$ cat src/plirs_pkg.sv
// Purpose: Constants shared by the interface reset and disable controller.
// Assumes: System clock of 125 MHz (8 ns period).
// Notes: Times are kept in their own unit; cycle counts derive from them.
package plirs_pkg;
  localparam int unsigned CLK_PERIOD_PS = 8000;
  // Reset recognition window in picoseconds, 2.6 to 2.68 us.
  localparam int unsigned RESET_RECOG_MIN_PS = 2600000;
  localparam int unsigned RESET_RECOG_MAX_PS = 2680000;
  // Disable recognition, at most 26.11 us.
  localparam int unsigned DISABLE_RECOG_MAX_PS = 26110000;
  // Clock restart when not in low power, at most 60 ns.
  localparam int unsigned CLK_RESTART_FAST_PS = 60000;
  // Clock restart from low power, 5.3 to 7.3 ms, in nanoseconds.
  localparam longint unsigned CLK_RESTART_SLOW_MIN_NS = 64'd5300000;
  // Least time rounds up; longest times round down.
  localparam int unsigned RESET_CYC = (RESET_RECOG_MIN_PS + CLK_PERIOD_PS - 1) / CLK_PERIOD_PS;
  localparam int unsigned DISABLE_CYC = DISABLE_RECOG_MAX_PS / CLK_PERIOD_PS;
  localparam int unsigned FAST_RESTART_CYC = CLK_RESTART_FAST_PS / CLK_PERIOD_PS;
  localparam longint unsigned SLOW_RESTART_CYC_L =
    (CLK_RESTART_SLOW_MIN_NS * 1000 + CLK_PERIOD_PS - 1) / CLK_PERIOD_PS;
  localparam int unsigned CNT_W = 13;
  localparam int unsigned WAKE_W = 20;
  localparam int unsigned PCLK_DIV_W = 2;
  localparam int unsigned INIT_W = 4;
  localparam logic [INIT_W-1:0] INIT_LOW_CYCLES = 4'h7;
  localparam logic [1:0] CTRL_IDLE = 2'h0;
  localparam logic [1:0] CTRL_RECEIVE = 2'h2;
  localparam logic [7:0] DATA_ZERO = 8'h00;
  localparam logic [7:0] DATA_ON = 8'hff;
  typedef enum logic [2:0] {
    PLIRS_DISABLED, PLIRS_WAKE, PLIRS_INIT, PLIRS_RECV, PLIRS_NORMAL, PLIRS_RESET
  } plirs_state_type;
endpackage : plirs_pkg

$ cat src/plirs_ctrl.sv
// Purpose: Interface reset, disable and initialisation control for the link-side port.
// Assumes: Power status arrives from another domain; interface clock is a divided output.
// Notes: Packet, status and request decoding live elsewhere and obey the gates given here.
// Functional notes
// - While not operational, cancel pending requests and ignore the request line.
// - Status made while not operational is dropped, never queued.
// - Reset the interface after 2.6 to 2.68 us of continuous deassertion.
// - Disable the interface no later than 26.11 us after deassertion began; the code disables 3265 cycles (26.12 us) after the first edge that samples it.
// - Restart interface clock on reassertion: 60 ns, or 5.3-7.3 ms from low power; the fast wake alone lasts 8 cycles (64 ns) here.
// - Entering reset ends bus activity, drives control and data low, ignores requests.
// - Disabled: outputs low as in reset, and interface clock held low.
// - Hardware reset places the interface directly in the disabled state.
// - Disabled with no active cable port: enter low-power state.
// - Reassertion from reset or disabled starts initialisation, then normal operation.
// - Initialisation: seven cycles low, eighth receive with all ones, then idle zero.
`timescale 1ns/1ps
module plirs_ctrl
  import plirs_pkg::*;
#(
  parameter longint unsigned SLOW_RESTART_CYC = SLOW_RESTART_CYC_L
) (
  // Clock and reset.
  input wire logic sys_clk,
  input wire logic sys_rst,
  // Link side pins.
  input wire logic link_power_status,
  output logic interface_clock,
  output logic [1:0] interface_control_pair,
  output logic interface_control_oe,
  output logic [7:0] interface_data_lines,
  output logic interface_data_oe,
  // Core side.
  input wire logic any_port_active,
  input wire logic link_request_line,
  output logic request_accept,
  output logic status_enable,
  output logic cancel_pending,
  output logic low_power,
  output logic iface_operational
);
  logic lps_meta_reg, lps_sync_reg, lps_prev_reg;
  logic [CNT_W-1:0] low_cnt_reg, low_cnt_next;
  logic [WAKE_W-1:0] wake_cnt_reg, wake_cnt_next;
  logic [PCLK_DIV_W-1:0] div_reg;
  logic [INIT_W-1:0] init_cnt_reg, init_cnt_next;
  plirs_state_type state_reg, state_next;
  logic lp_reg;
  logic pclk_reg, ctl_oe_reg, req_reg, stat_reg, cancel_reg, oper_reg;
  logic [1:0] ctl_reg;
  logic [7:0] dat_reg;

  // Two flops before any logic reads the status pin.
  always_ff @(posedge sys_clk) begin
    lps_meta_reg <= link_power_status;
    lps_sync_reg <= lps_meta_reg;
    lps_prev_reg <= lps_sync_reg;
  end

  // A low count that stops at the disable threshold so it cannot wrap.
  wire lps_high = lps_sync_reg;
  wire lps_rise = lps_sync_reg && !lps_prev_reg;
  wire reset_hit = (low_cnt_reg >= CNT_W'(RESET_CYC));
  wire disable_hit = (low_cnt_reg >= CNT_W'(DISABLE_CYC));
  wire pclk_tick = (div_reg == '0);
  wire pclk_rise = pclk_tick && !pclk_reg;
  wire [WAKE_W-1:0] wake_target = lp_reg ? WAKE_W'(SLOW_RESTART_CYC) : WAKE_W'(FAST_RESTART_CYC);
  wire wake_done = (wake_cnt_reg >= wake_target);
  wire clk_running = (state_reg != PLIRS_DISABLED) && (state_reg != PLIRS_WAKE);
  wire operational = (state_reg == PLIRS_NORMAL);

  always_comb begin
    low_cnt_next = low_cnt_reg;
    if (lps_high) begin
      low_cnt_next = '0;
    end else if (!disable_hit) begin
      low_cnt_next = low_cnt_reg + CNT_W'(1);
    end
  end

  always_comb begin
    state_next = state_reg;
    wake_cnt_next = wake_cnt_reg;
    init_cnt_next = init_cnt_reg;
    case (state_reg)
      PLIRS_NORMAL: begin
        if (reset_hit) begin
          state_next = PLIRS_RESET;
        end
      end
      PLIRS_RESET: begin
        if (disable_hit) begin
          state_next = PLIRS_DISABLED;
        end else if (lps_rise) begin
          state_next = PLIRS_INIT;
          init_cnt_next = '0;
        end
      end
      PLIRS_DISABLED: begin
        if (lps_rise) begin
          state_next = PLIRS_WAKE;
          wake_cnt_next = '0;
        end
      end
      PLIRS_WAKE: begin
        wake_cnt_next = wake_cnt_reg + WAKE_W'(1);
        if (wake_done) begin
          state_next = PLIRS_INIT;
          init_cnt_next = '0;
        end
      end
      PLIRS_INIT: begin
        if (reset_hit) begin
          state_next = PLIRS_RESET;
        end else if (pclk_rise) begin
          init_cnt_next = init_cnt_reg + INIT_W'(1);
          if (init_cnt_reg == INIT_LOW_CYCLES - INIT_W'(1)) begin
            state_next = PLIRS_RECV;
          end
        end
      end
      PLIRS_RECV: begin
        if (pclk_rise) begin
          state_next = PLIRS_NORMAL;
        end
      end
      default: begin
        state_next = PLIRS_DISABLED;
      end
    endcase
  end

  always_ff @(posedge sys_clk) begin
    if (sys_rst) begin
      state_reg <= PLIRS_DISABLED;
      low_cnt_reg <= '0;
      wake_cnt_reg <= '0;
      init_cnt_reg <= '0;
      div_reg <= '0;
      lp_reg <= 1'b0;
    end else begin
      state_reg <= state_next;
      low_cnt_reg <= low_cnt_next;
      wake_cnt_reg <= wake_cnt_next;
      init_cnt_reg <= init_cnt_next;
      div_reg <= clk_running ? div_reg + PCLK_DIV_W'(1) : '0;
      // Once wake starts, low power is left only when the clock is back, so the wake delay is stable.
      lp_reg <= (state_reg == PLIRS_DISABLED) ? !any_port_active :
                (clk_running ? 1'b0 : lp_reg);
    end
  end

  // All pin and gate outputs are registered.
  always_ff @(posedge sys_clk) begin
    if (sys_rst) begin
      pclk_reg <= 1'b0;
      ctl_reg <= CTRL_IDLE;
      dat_reg <= DATA_ZERO;
      ctl_oe_reg <= 1'b1;
      req_reg <= 1'b0;
      stat_reg <= 1'b0;
      cancel_reg <= 1'b1;
      oper_reg <= 1'b0;
    end else begin
      if (!clk_running) begin
        pclk_reg <= 1'b0;
      end else if (pclk_tick) begin
        pclk_reg <= !pclk_reg;
      end
      ctl_reg <= (state_reg == PLIRS_RECV) ? CTRL_RECEIVE : CTRL_IDLE;
      dat_reg <= (state_reg == PLIRS_RECV) ? DATA_ON : DATA_ZERO;
      ctl_oe_reg <= 1'b1;
      req_reg <= operational && link_request_line;
      stat_reg <= operational;
      cancel_reg <= !operational;
      oper_reg <= operational;
    end
  end

  assign interface_clock = pclk_reg;
  assign interface_control_pair = ctl_reg;
  assign interface_control_oe = ctl_oe_reg;
  assign interface_data_lines = dat_reg;
  assign interface_data_oe = ctl_oe_reg;
  assign request_accept = req_reg;
  assign status_enable = stat_reg;
  assign cancel_pending = cancel_reg;
  assign low_power = lp_reg;
  assign iface_operational = oper_reg;
endmodule : plirs_ctrl

$ cat config.mk
export PLATFORM = sky130hd
export DESIGN_NAME = plirs_ctrl
export DESIGN_NICKNAME = d
export VERILOG_FILES = /design/src/plirs_pkg.sv /design/src/plirs_ctrl.sv
export SDC_FILE = /design/constraint.sdc
export NUM_CORES = 1
export LEC_CHECK = 0
export BUFFER_PORTS_ARGS = -buffer_cell sky130_fd_sc_hd__buf_2
export CAP_MARGIN = 20
export CORE_UTILIZATION = 30
export DETAILED_ROUTE_END_ITERATION = 10
export PLACE_DENSITY = 0.44
export REMOVE_ABC_BUFFERS = 1
export SLEW_MARGIN = 20
export SYNTH_ARGS = -nofsm -noshare
export SYNTH_HDL_FRONTEND = slang
export SYNTH_SLANG_ARGS = --single-unit
$ cat constraint.sdc
create_clock -name sys_clk -period 2.45 [get_ports sys_clk]
set_input_delay 0.1225 -clock sys_clk [delete_from_list [all_inputs] [get_ports sys_clk]]
set_output_delay 0.1225 -clock sys_clk [all_outputs]
set_load 0.01 [all_outputs]
==> key figures, run 1 <==
Run status
  • Status: finished clean

Detailed routing
  • 1st-iter DRT viols: 102
  • Post-route ant nets: 0
  • Routed length per instance: 13.3 um
  • Vias: 2436
  • Drt first pass iters: 4
  • Total wire length: 6510 um
  • DRC: 0
  • Via density: 4.97

STA
  • Setup TNS: 0 ps
  • Slew headroom: 61.6%
  • Hold slack: 19.7 ps
  • Final worst slack: 157 ps
  • Final Critical Period: 2290 ps
  • Fmax: 0.436 GHz
  • Period utilization: 93.6%
  • Final hold vios: 0
  • Final setup skew: 12.5 ps
  • Fin. max-slew vios: 0
  • RSZ-0062 raised after global routing: no
  • Worst-Margin Slew: 574 ps
  • Setup Viol. Count Final: 0

Worst setup path
  • Crit path launch type: flip-flop
  • Crit Reg-Reg Endpoint: state_reg[2]
  • Critical path class: flip-flop to flip-flop
  • Worst EP required: 2650 ps
  • Reg2reg path depth: 9
  • Reg-to-Reg Start: low_power
  • CP Data Arrival Time: 2490 ps
  • CP endpoint kind: flip-flop
  • Worst Setup EP: state_reg[2]
  • Worst reg2reg setup slack: 160 ps
  • Worst Setup SP: low_power
  • CP Max Fanout: 6

Logic synthesis
  • Mapped Cells: 341
  • Post-synth top cells: 51 x dfxtp_1, 41 x nor2_1, 30 x nand2_1, 23 x nand3_1
  • Most frequent cell after synthesis: dfxtp_1
  • Netlist cell types: 57
  • Dominant cell type by area after synthesis: dfxtp_1
  • Asr flop ratio synth: 0%
  • Synth Cell Area: 2860 um^2
  • Syn Area/Cell: 8.37 um^2
  • Area contributors post-synth: dfxtp_1 36%, ha_1 7.4%, nor2_1 5.4%
  • Post-synth EDFFs: 0
  • Post-synthesis register bit count: 51
  • Top FF cell, synth: dfxtp_1
  • Synth top area share: 35.8%
  • Synth warn: 0
  • Sequential area share after synthesis: 35.8%

Power
  • P_int: 1.46 mW
  • P_sw: 0.826 mW
  • Tot Pwr: 2.28 mW
  • Power per cell area: 717 nW/um^2
  • Reg power frac: 40.1%
  • Max VDD drop: 281 uV
  • Clock power frac: 23.6%
  • Leakage power: 1.21 nW
  • Comb power frac: 36.3%
  • Sw Share: 36.2%

Clocking
  • CTS Buf Count: 5
  • Root Driver: clkbuf_8
  • H-tree Lvls: 2
  • Clock-pin slew of the registers on the worst-case setup and hold paths: 90 ps
  • Post_cts resized: 0
  • # clock sinks: 51
  • Skew-Pair Late Insertion Delay: 310 ps
  • Clk buf depth: 2
  • CTS tree: built

GRT
  • Total Routing Usage GR: 13.8%
  • Global route overflow: 0
  • Initial antenna violation count: 0
  • Grt met1 use: 18.8%
  • GR Util met2: 22.1%
  • Largest net degree at the start of global routing: 22
  • First-pass GRT wire length: 10800 um
  • Met3 global-route usage: 2.46%
  • Most crowded layer after global routing: met2
  • Vias in the first global route: 2234

Placement
  • Post-DP HPWL: 4830 um
  • Area after DPL: 3070 um^2
  • Setup WS pre-CTS: 188 ps
  • Gpl congestion: 0.809
  • Placed cell count: 481
  • Port Buffers: 19

Worst hold path
  • Worst Hold Class: input pin to flip-flop
  • Worst hold path cell count: 2

Die
  • Core area: 9240 um^2
  • # IOs: 23
  • Die H: 99.6 um
  • Die width: 99.6 um
  • Die outline area: 9910 um^2
  • Starting Density: 30.9%
  • Row count: 35

Final layout
  • Synth-to-Final Area Change: 11.4%
  • Layout Cells excl Fill: 490
  • Nets: 382
  • Max reg flops: 20
  • Area of the multi-input gates: 1640 um^2
  • N_diodes: 0
  • Register Area: 1020 um^2
  • Fillers: 998
  • Post-Layout Inst Area: 3180 um^2
  • Share of cells above drive strength 1: 15.5%
  • Final Util: 34.4%

Flow run
  • Max cap viols: 0
[metal layers]
layer / share of wire, % / vias to the layer above / wire [um]
met3: 2.9 / 8 / 186
met2: 45 / 39 / 2900
li1: - / 1258 / -
met4: 1.6 / 0 / 102
met5: 0 / - / 0
met1: 51 / 1131 / 3320
[critical path: stages, from the launching register on]
cell	delay [ps]
dfxtp_1	390
inv_1	130
buf_4	180
ha_1	290
a211oi_1	70
o211a_1	220
o21a_1	180
o41a_1	160
a211o_1	280
o311a_1	280
[repair_timing]
item                       4_1_cts  5_1_grt
hold buffers                     1        0
setup endpoints to repair        0        1
setup buffers                    0        0
hold endpoints to repair         1        0
[layout by cell type, fill, tap and decap left out, types with 5 or more instances in the layout]
cell / Yosys / routed
a211oi_1: 6 / 6
a21oi_1: 17 / 17
a31oi_1: 5 / 5
buf_2: 2 / 19
buf_4: 12 / 14
clkbuf_8: 0 / 7
dfxtp_1: 51 / 51
ha_1: 17 / 17
inv_1: 13 / 13
nand2_1: 30 / 30
nand2b_1: 5 / 5
nand3_1: 23 / 23
nand4_1: 6 / 6
nor2_1: 41 / 41
nor3_1: 7 / 7
o21ai_0: 13 / 13
xor2_1: 8 / 8
[power by group through the flow]
stage / Combinational, mW / Clock, mW / Sequential, mW
floorplan: 0.503 / 0 / 0.965
global placement: 0.831 / 0 / 0.931
detailed placement: 0.826 / 0 / 0.932
CTS: 0.829 / 0.566 / 0.914
global route: 0.931 / 0.595 / 0.920
finish: 0.828 / 0.539 / 0.914
[cell type report]
class,count,area share (%)
clock buffers,8,3.15
inverters,13,1.53
repair buffers,34,6.61
well taps,129,5.07
flip-flops and latches,51,32.1
multi-input cells,255,51.5
[logic make-up after synthesis]
family / count (synthesis) / share of synthesized area, %
compound gates: 73 / 17.4
xor+xnor: 10 / 3.07
fa+ha+maj: 17 / 7.45
buf+inv: 36 / 6.97
flops: 51 / 35.8
mux: 4 / 1.58
other cells: 2 / 0.263
simple gates: 148 / 27.6
[worst min-delay path by stage]
stage,from,to
global route,link_request_line,request_accept
finish,link_request_line,request_accept
detailed placement,link_power_status,lps_meta_reg
global placement,link_power_status,lps_meta_reg
floorplan,link_power_status,lps_meta_reg
CTS,link_request_line,request_accept
No activity file was read; power rests on OpenSTA's default activity.
==> run 2: changes to the inputs <==
Settings changed: CORE_UTILIZATION 30 to 60, PLACE_DENSITY 0.44 to 0.78.
==> run 2 against run 1 <==
The run now ends with design-rule violations left. Clock skew down 5.6 ps. First-iteration DRC count rose by 92%. Cell area fell by 4.8%. Total power fell by 4.4%. Routed wire length fell by 12%.
==> key figures, run 2 (same netlist as run 1, synthesis figures left out) <==
Worst hold path
  • Worst Hold Class: input pin to flip-flop
  • Min-delay src: link_request_line
  • Worst hold path cell count: 2
  • Worst hold endpoint: request_accept

Worst setup path
  • CP Data Arrival Time: 2450 ps
  • Worst reg2reg setup slack: 200 ps
  • CP Max Fanout: 5
  • CP endpoint kind: flip-flop
  • Worst EP required: 2650 ps
  • Crit-path max cell delay: 490 ps
  • Crit Reg-Reg Endpoint: state_reg[2]
  • Worst path cell trace: inv_1 > ha_1 > nor2b_1 > o21ai_0 > a31oi_1 > o41a_1 > a211o_1 > o311a_1
  • Reg2reg path depth: 8
  • Reg-to-Reg Start: wake_cnt_reg[0]
  • Crit path launch type: flip-flop
  • Critical path class: flip-flop to flip-flop
  • Worst path slowest cell: o41a_1

GRT
  • Largest net degree at the start of global routing: 16
  • Vias in the first global route: 2244
  • Total Routing Usage GR: 24.1%
  • Initial antenna violation count: 0
  • Global route overflow: 0
  • First-pass GRT wire length: 9850 um

Die
  • Die outline area: 5040 um^2
  • Row count: 24
  • Die width: 71.0 um
  • Die H: 71.0 um
  • Starting Density: 63.8%
  • # IOs: 23
  • Core area: 4470 um^2

Detailed routing
  • Via density: 6.08
  • Vias: 2470
  • 1st-iter DRT viols: 196
  • DRC: 3
  • Routed length per instance: 14.1 um
  • Post-route ant nets: 0
  • Total wire length: 5710 um
  • Drt first pass iters: 7

Flow run
  • Max cap viols: 0

Clocking
  • CTS Buf Count: 5
  • # clock sinks: 51
  • Clock-pin slew of the registers on the worst-case setup and hold paths: 90 ps
  • Skew-Pair Late Insertion Delay: 310 ps
  • Clk buf depth: 2
  • CTS tree: built
  • Root Driver: clkbuf_8
  • Post-CTS setup buffer count: 0
  • H-tree Lvls: 2

Power
  • Clock power frac: 21.8%
  • Comb power frac: 35.6%
  • P_int: 1.38 mW
  • Leakage power: 1.17 nW
  • Power per cell area: 720 nW/um^2
  • Sw Share: 36.9%
  • P_sw: 0.805 mW
  • Reg power frac: 42.5%
  • Max VDD drop: 424 uV

Placement
  • Post-DP HPWL: 4190 um
  • Gpl congestion: 0.864
  • Port Buffers: 19

Final layout
  • Area of the multi-input gates: 1650 um^2
  • Share of cells above drive strength 1: 15.0%
  • Commonest non-fill, non-tap cell in the layout: dfxtp_1
  • Final Util: 67.7%
  • Max reg flops: 20
  • Nets: 375
  • Synth-to-Final Area Change: 6.09%
  • Most frequent cells in the layout: 50 x dfxtp_1, 41 x nor2_1, 30 x nand2_1
  • Register Area: 1020 um^2
  • Fillers: 391
  • N_diodes: 0

STA
  • Period utilization: 91.7%
  • Final setup skew: 6.94 ps
  • Fin. max-slew vios: 0
  • RSZ-0062 raised after global routing: no
  • Fmax: 0.445 GHz
  • Setup Viol. Count Final: 0
  • Setup TNS: 0 ps
  • Slew headroom: 50.9%
  • Final hold vios: 0
  • Final Critical Period: 2250 ps
  • Worst-Margin Slew: 730 ps

Run status
  • Failing checks: design-rule violations
  • Status: complete, but fails checks
-- run 2: cell types whose count changed in the layout (fill, tap and decap cells not counted), sizes merged --
cell	change
buf	-7
clkbuf	-3
clkinv	+3
-- run 2: repair_timing --
item                                   CTS  global route
gates resized for setup                  0             3
setup endpoints to repair                0             6
endpoints found under the hold margin    1             0
hold buffers                             1             0
-- run 2: through the flow --
stage | setup slack, ps | std cells | total power [mW] | instance area (um^2) | hold slack, ps
after global placement | 119 | 397 | 1.67 | 2920 | 229
after CTS | 20.1 | 406 | 2.16 | 3020 | 16.2
final | 203 | 406 | 2.18 | 3030 | 14.9
after detailed placement | 42.3 | 397 | 1.69 | 2920 | 229
after global routing | 34.0 | 406 | 2.32 | 3030 | 32.1
after floorplan | 216 | 319 | 1.47 | 2710 | 150
-- run 2: routing by layer --
metal | GRT usage, % | vias to the layer above | routed length [um]
met2 | 39.0 | 56 | 2560
met5 | 0 | - | 0
met1 | 32.3 | 1163 | 2840
met4 | 8.00 | 0 | 87
li1 | - | 1240 | -
met3 | 4.99 | 11 | 226
-- run 2: final cells by class --
cell class | count | area share, %
clock inverter | 3 | 0.496
inverter | 13 | 1.61
tap | 52 | 2.15
clock buffer | 5 | 2.27
multi-input combinational | 255 | 54.5
sequential | 51 | 33.7
timing repair buffer | 27 | 5.20
-- run 2: how the worst max path moves through the flow --
stage,slack [ps],end,start
2_1_floorplan,220,init_cnt_reg[2],low_power
3_3_place_gp,120,init_cnt_reg[2],low_power
3_5_place_dp,40,init_cnt_reg[2],low_power
4_1_cts,20,init_cnt_reg[2],low_power
5_1_grt,30,init_cnt_reg[3],low_power
6_report,200,state_reg[2],wake_cnt_reg[0]
-- run 2: power by group through the flow --
stage                     clock [mW]  sequential, mW  combinational (mW)
after global routing           0.512           0.938               0.870
after global placement             0           0.943               0.727
after CTS                      0.484           0.926               0.751
after floorplan                    0           0.965               0.503
final                          0.476           0.927               0.777
after detailed placement           0           0.946               0.740
-- run 2: worst max-delay path: cells and delay by family (launching register included) --
family | cells | cell delay, ps
buffers and inverters | 1 | 70
flip-flops | 1 | 410
AND/OR/NAND/NOR | 1 | 40
adder cells (fa/ha/maj) | 1 | 280
AO/OA/AOI/OAI | 5 | 1340
==> run 3: changes to the inputs <==
Settings changed: CELL_PAD_IN_SITES_DETAIL_PLACEMENT set to 1, CELL_PAD_IN_SITES_GLOBAL_PLACEMENT set to 1, CORE_UTILIZATION 60 to 45, CTS_CLUSTER_DIAMETER set to 30, PLACE_DENSITY 0.78 to 0.77.
==> run 3 against run 2 <==
The flow now finishes without violations. Clock power rose by 23%. Via count grew 1.1%. Combinational power grew 2%. Cell count is 5.7% higher. Routed wire length increased by 21%. Register-to-register slack barely moved. First-iteration DRC count fell by 51%. Utilization fell by 17 points. Largest power group unchanged.
==> key figures, run 3 (same netlist as run 1, synthesis figures left out) <==
Detailed routing
  • Drt first pass iters: 4
  • Total wire length: 6920 um
  • Vias: 2496
  • Via density: 5.82
  • Routed length per instance: 16.1 um
  • Post-route ant nets: 0
  • DRC: 0
  • 1st-iter DRT viols: 96

STA
  • RSZ-0062 raised after global routing: no
  • Worst-Margin Slew: 585 ps
  • Fin. max-slew vios: 0
  • Final setup skew: 13.0 ps
  • Slew headroom: 60.9%
  • Setup Viol. Count Final: 0
  • Final Critical Period: 2260 ps
  • Hold slack: 11.4 ps
  • Fmax: 0.442 GHz
  • Period utilization: 92.3%
  • Setup TNS: 0 ps
  • Final hold vios: 0

Placement
  • Gpl congestion: 0.800
  • Post-DP HPWL: 5150 um
  • Port Buffers: 19

Power
  • Leakage power: 1.18 nW
  • Max VDD drop: 329 uV
  • Power per cell area: 748 nW/um^2
  • Tot Pwr: 2.31 mW

Worst setup path
  • Reg2reg path depth: 9
  • Crit path launch type: flip-flop
  • CP endpoint kind: flip-flop
  • Worst Setup SP: low_power
  • CP Data Arrival Time: 2510 ps
  • Reg-to-Reg Start: low_power
  • Critical path class: flip-flop to flip-flop
  • Crit Reg-Reg Endpoint: init_cnt_reg[3]
  • Worst Setup EP: init_cnt_reg[3]
  • CP Max Fanout: 8
  • Worst reg2reg setup slack: 190 ps
  • Worst EP required: 2700 ps

Die
  • Core area: 6030 um^2
  • Row count: 28
  • Starting Density: 47.4%
  • # IOs: 23
  • Die width: 81.7 um
  • Die outline area: 6670 um^2
  • Die H: 81.7 um

Final layout
  • N_diodes: 0
  • Final Util: 51.2%
  • Commonest non-fill, non-tap cell in the layout: dfxtp_1
  • Synth-to-Final Area Change: 7.98%
  • Share of cells above drive strength 1: 14.7%
  • Register Area: 1020 um^2
  • Fillers: 785
  • Most frequent cells in the layout: 50 x dfxtp_1, 41 x nor2_1, 30 x nand2_1
  • Max reg flops: 20
  • Nets: 376
  • Area of the multi-input gates: 1650 um^2

Clocking
  • Root Driver: clkbuf_8
  • Clk buf depth: 2
  • H-tree Lvls: 2
  • CTS Buf Count: 5
  • Skew-Pair Late Insertion Delay: 310 ps
  • # clock sinks: 51
  • CTS tree: built
  • Clock-pin slew of the registers on the worst-case setup and hold paths: 100 ps

Flow run
  • Max cap viols: 0

GRT
  • Global route overflow: 0
  • Initial antenna violation count: 0
  • First-pass GRT wire length: 11600 um
  • Largest net degree at the start of global routing: 16
  • Vias in the first global route: 2418
  • Total Routing Usage GR: 22.8%

Worst hold path
  • Worst Hold Class: input pin to flip-flop

Run status
  • Status: finished clean
[run 3: cell type report]
type	count	area share, %
clock buffers	5	2.23
clock inverters	2	1.22
inverters	13	1.58
multi-input cells	255	53.4
flip-flops and latches	51	33.2
well taps	75	3.04
repair buffers	28	5.36
[run 3: timing repair]
action	CTS	global route
endpoints found under the hold margin	1	0
setup endpoints to repair	1	4
setup buffers	0	0
hold buffers	1	0
gates resized for setup	1	1
[run 3: per-stage QoR]
stage	instances	instance area, um^2	setup WS (ps)
after floorplan	319	2710	216
after global placement	421	2960	130
after detailed placement	421	2960	-16.6
after CTS	429	3080	139
after global routing	429	3080	18.4
final	429	3080	189
[run 3: worst min path at each step]
stage / startpoint / depth (start not counted) / slack, ps / to
floorplan: link_power_status / 0 / 150 / lps_meta_reg
global placement: link_power_status / 1 / 230 / lps_meta_reg
detailed placement: link_power_status / 1 / 230 / lps_meta_reg
CTS: link_request_line / 2 / 10 / request_accept
global route: link_request_line / 2 / 10 / request_accept
finish: link_request_line / 2 / 10 / request_accept
[run 3: power breakdown]
part	total, mW	switching (mW)	internal, mW
Clock	0.587	0.288	0.299
Combinational	0.789	0.491	0.297
Sequential	0.930	0.0516	0.879
Total	2.31	0.831	1.47
[run 3: metal layers]
layer	wire length, um	vias up	share of wire [%]	GRT usage, %
met5	0	-	0	0
met4	77	0	1.1	6.32
met3	135	6	2.0	3.33
met2	3190	27	46	36.7
met1	3520	1215	51	31.7
li1	-	1248	-	-
[run 3: worst max-delay path, stage by stage (launching register included)]
cell and delay, ps:
dfxtp_2 360, inv_1 70, buf_4 170, ha_1 310
a211o_1 300, a211oi_1 260, o21a_1 190, o41a_1 240
o21ai_0 130, a31oi_1 170
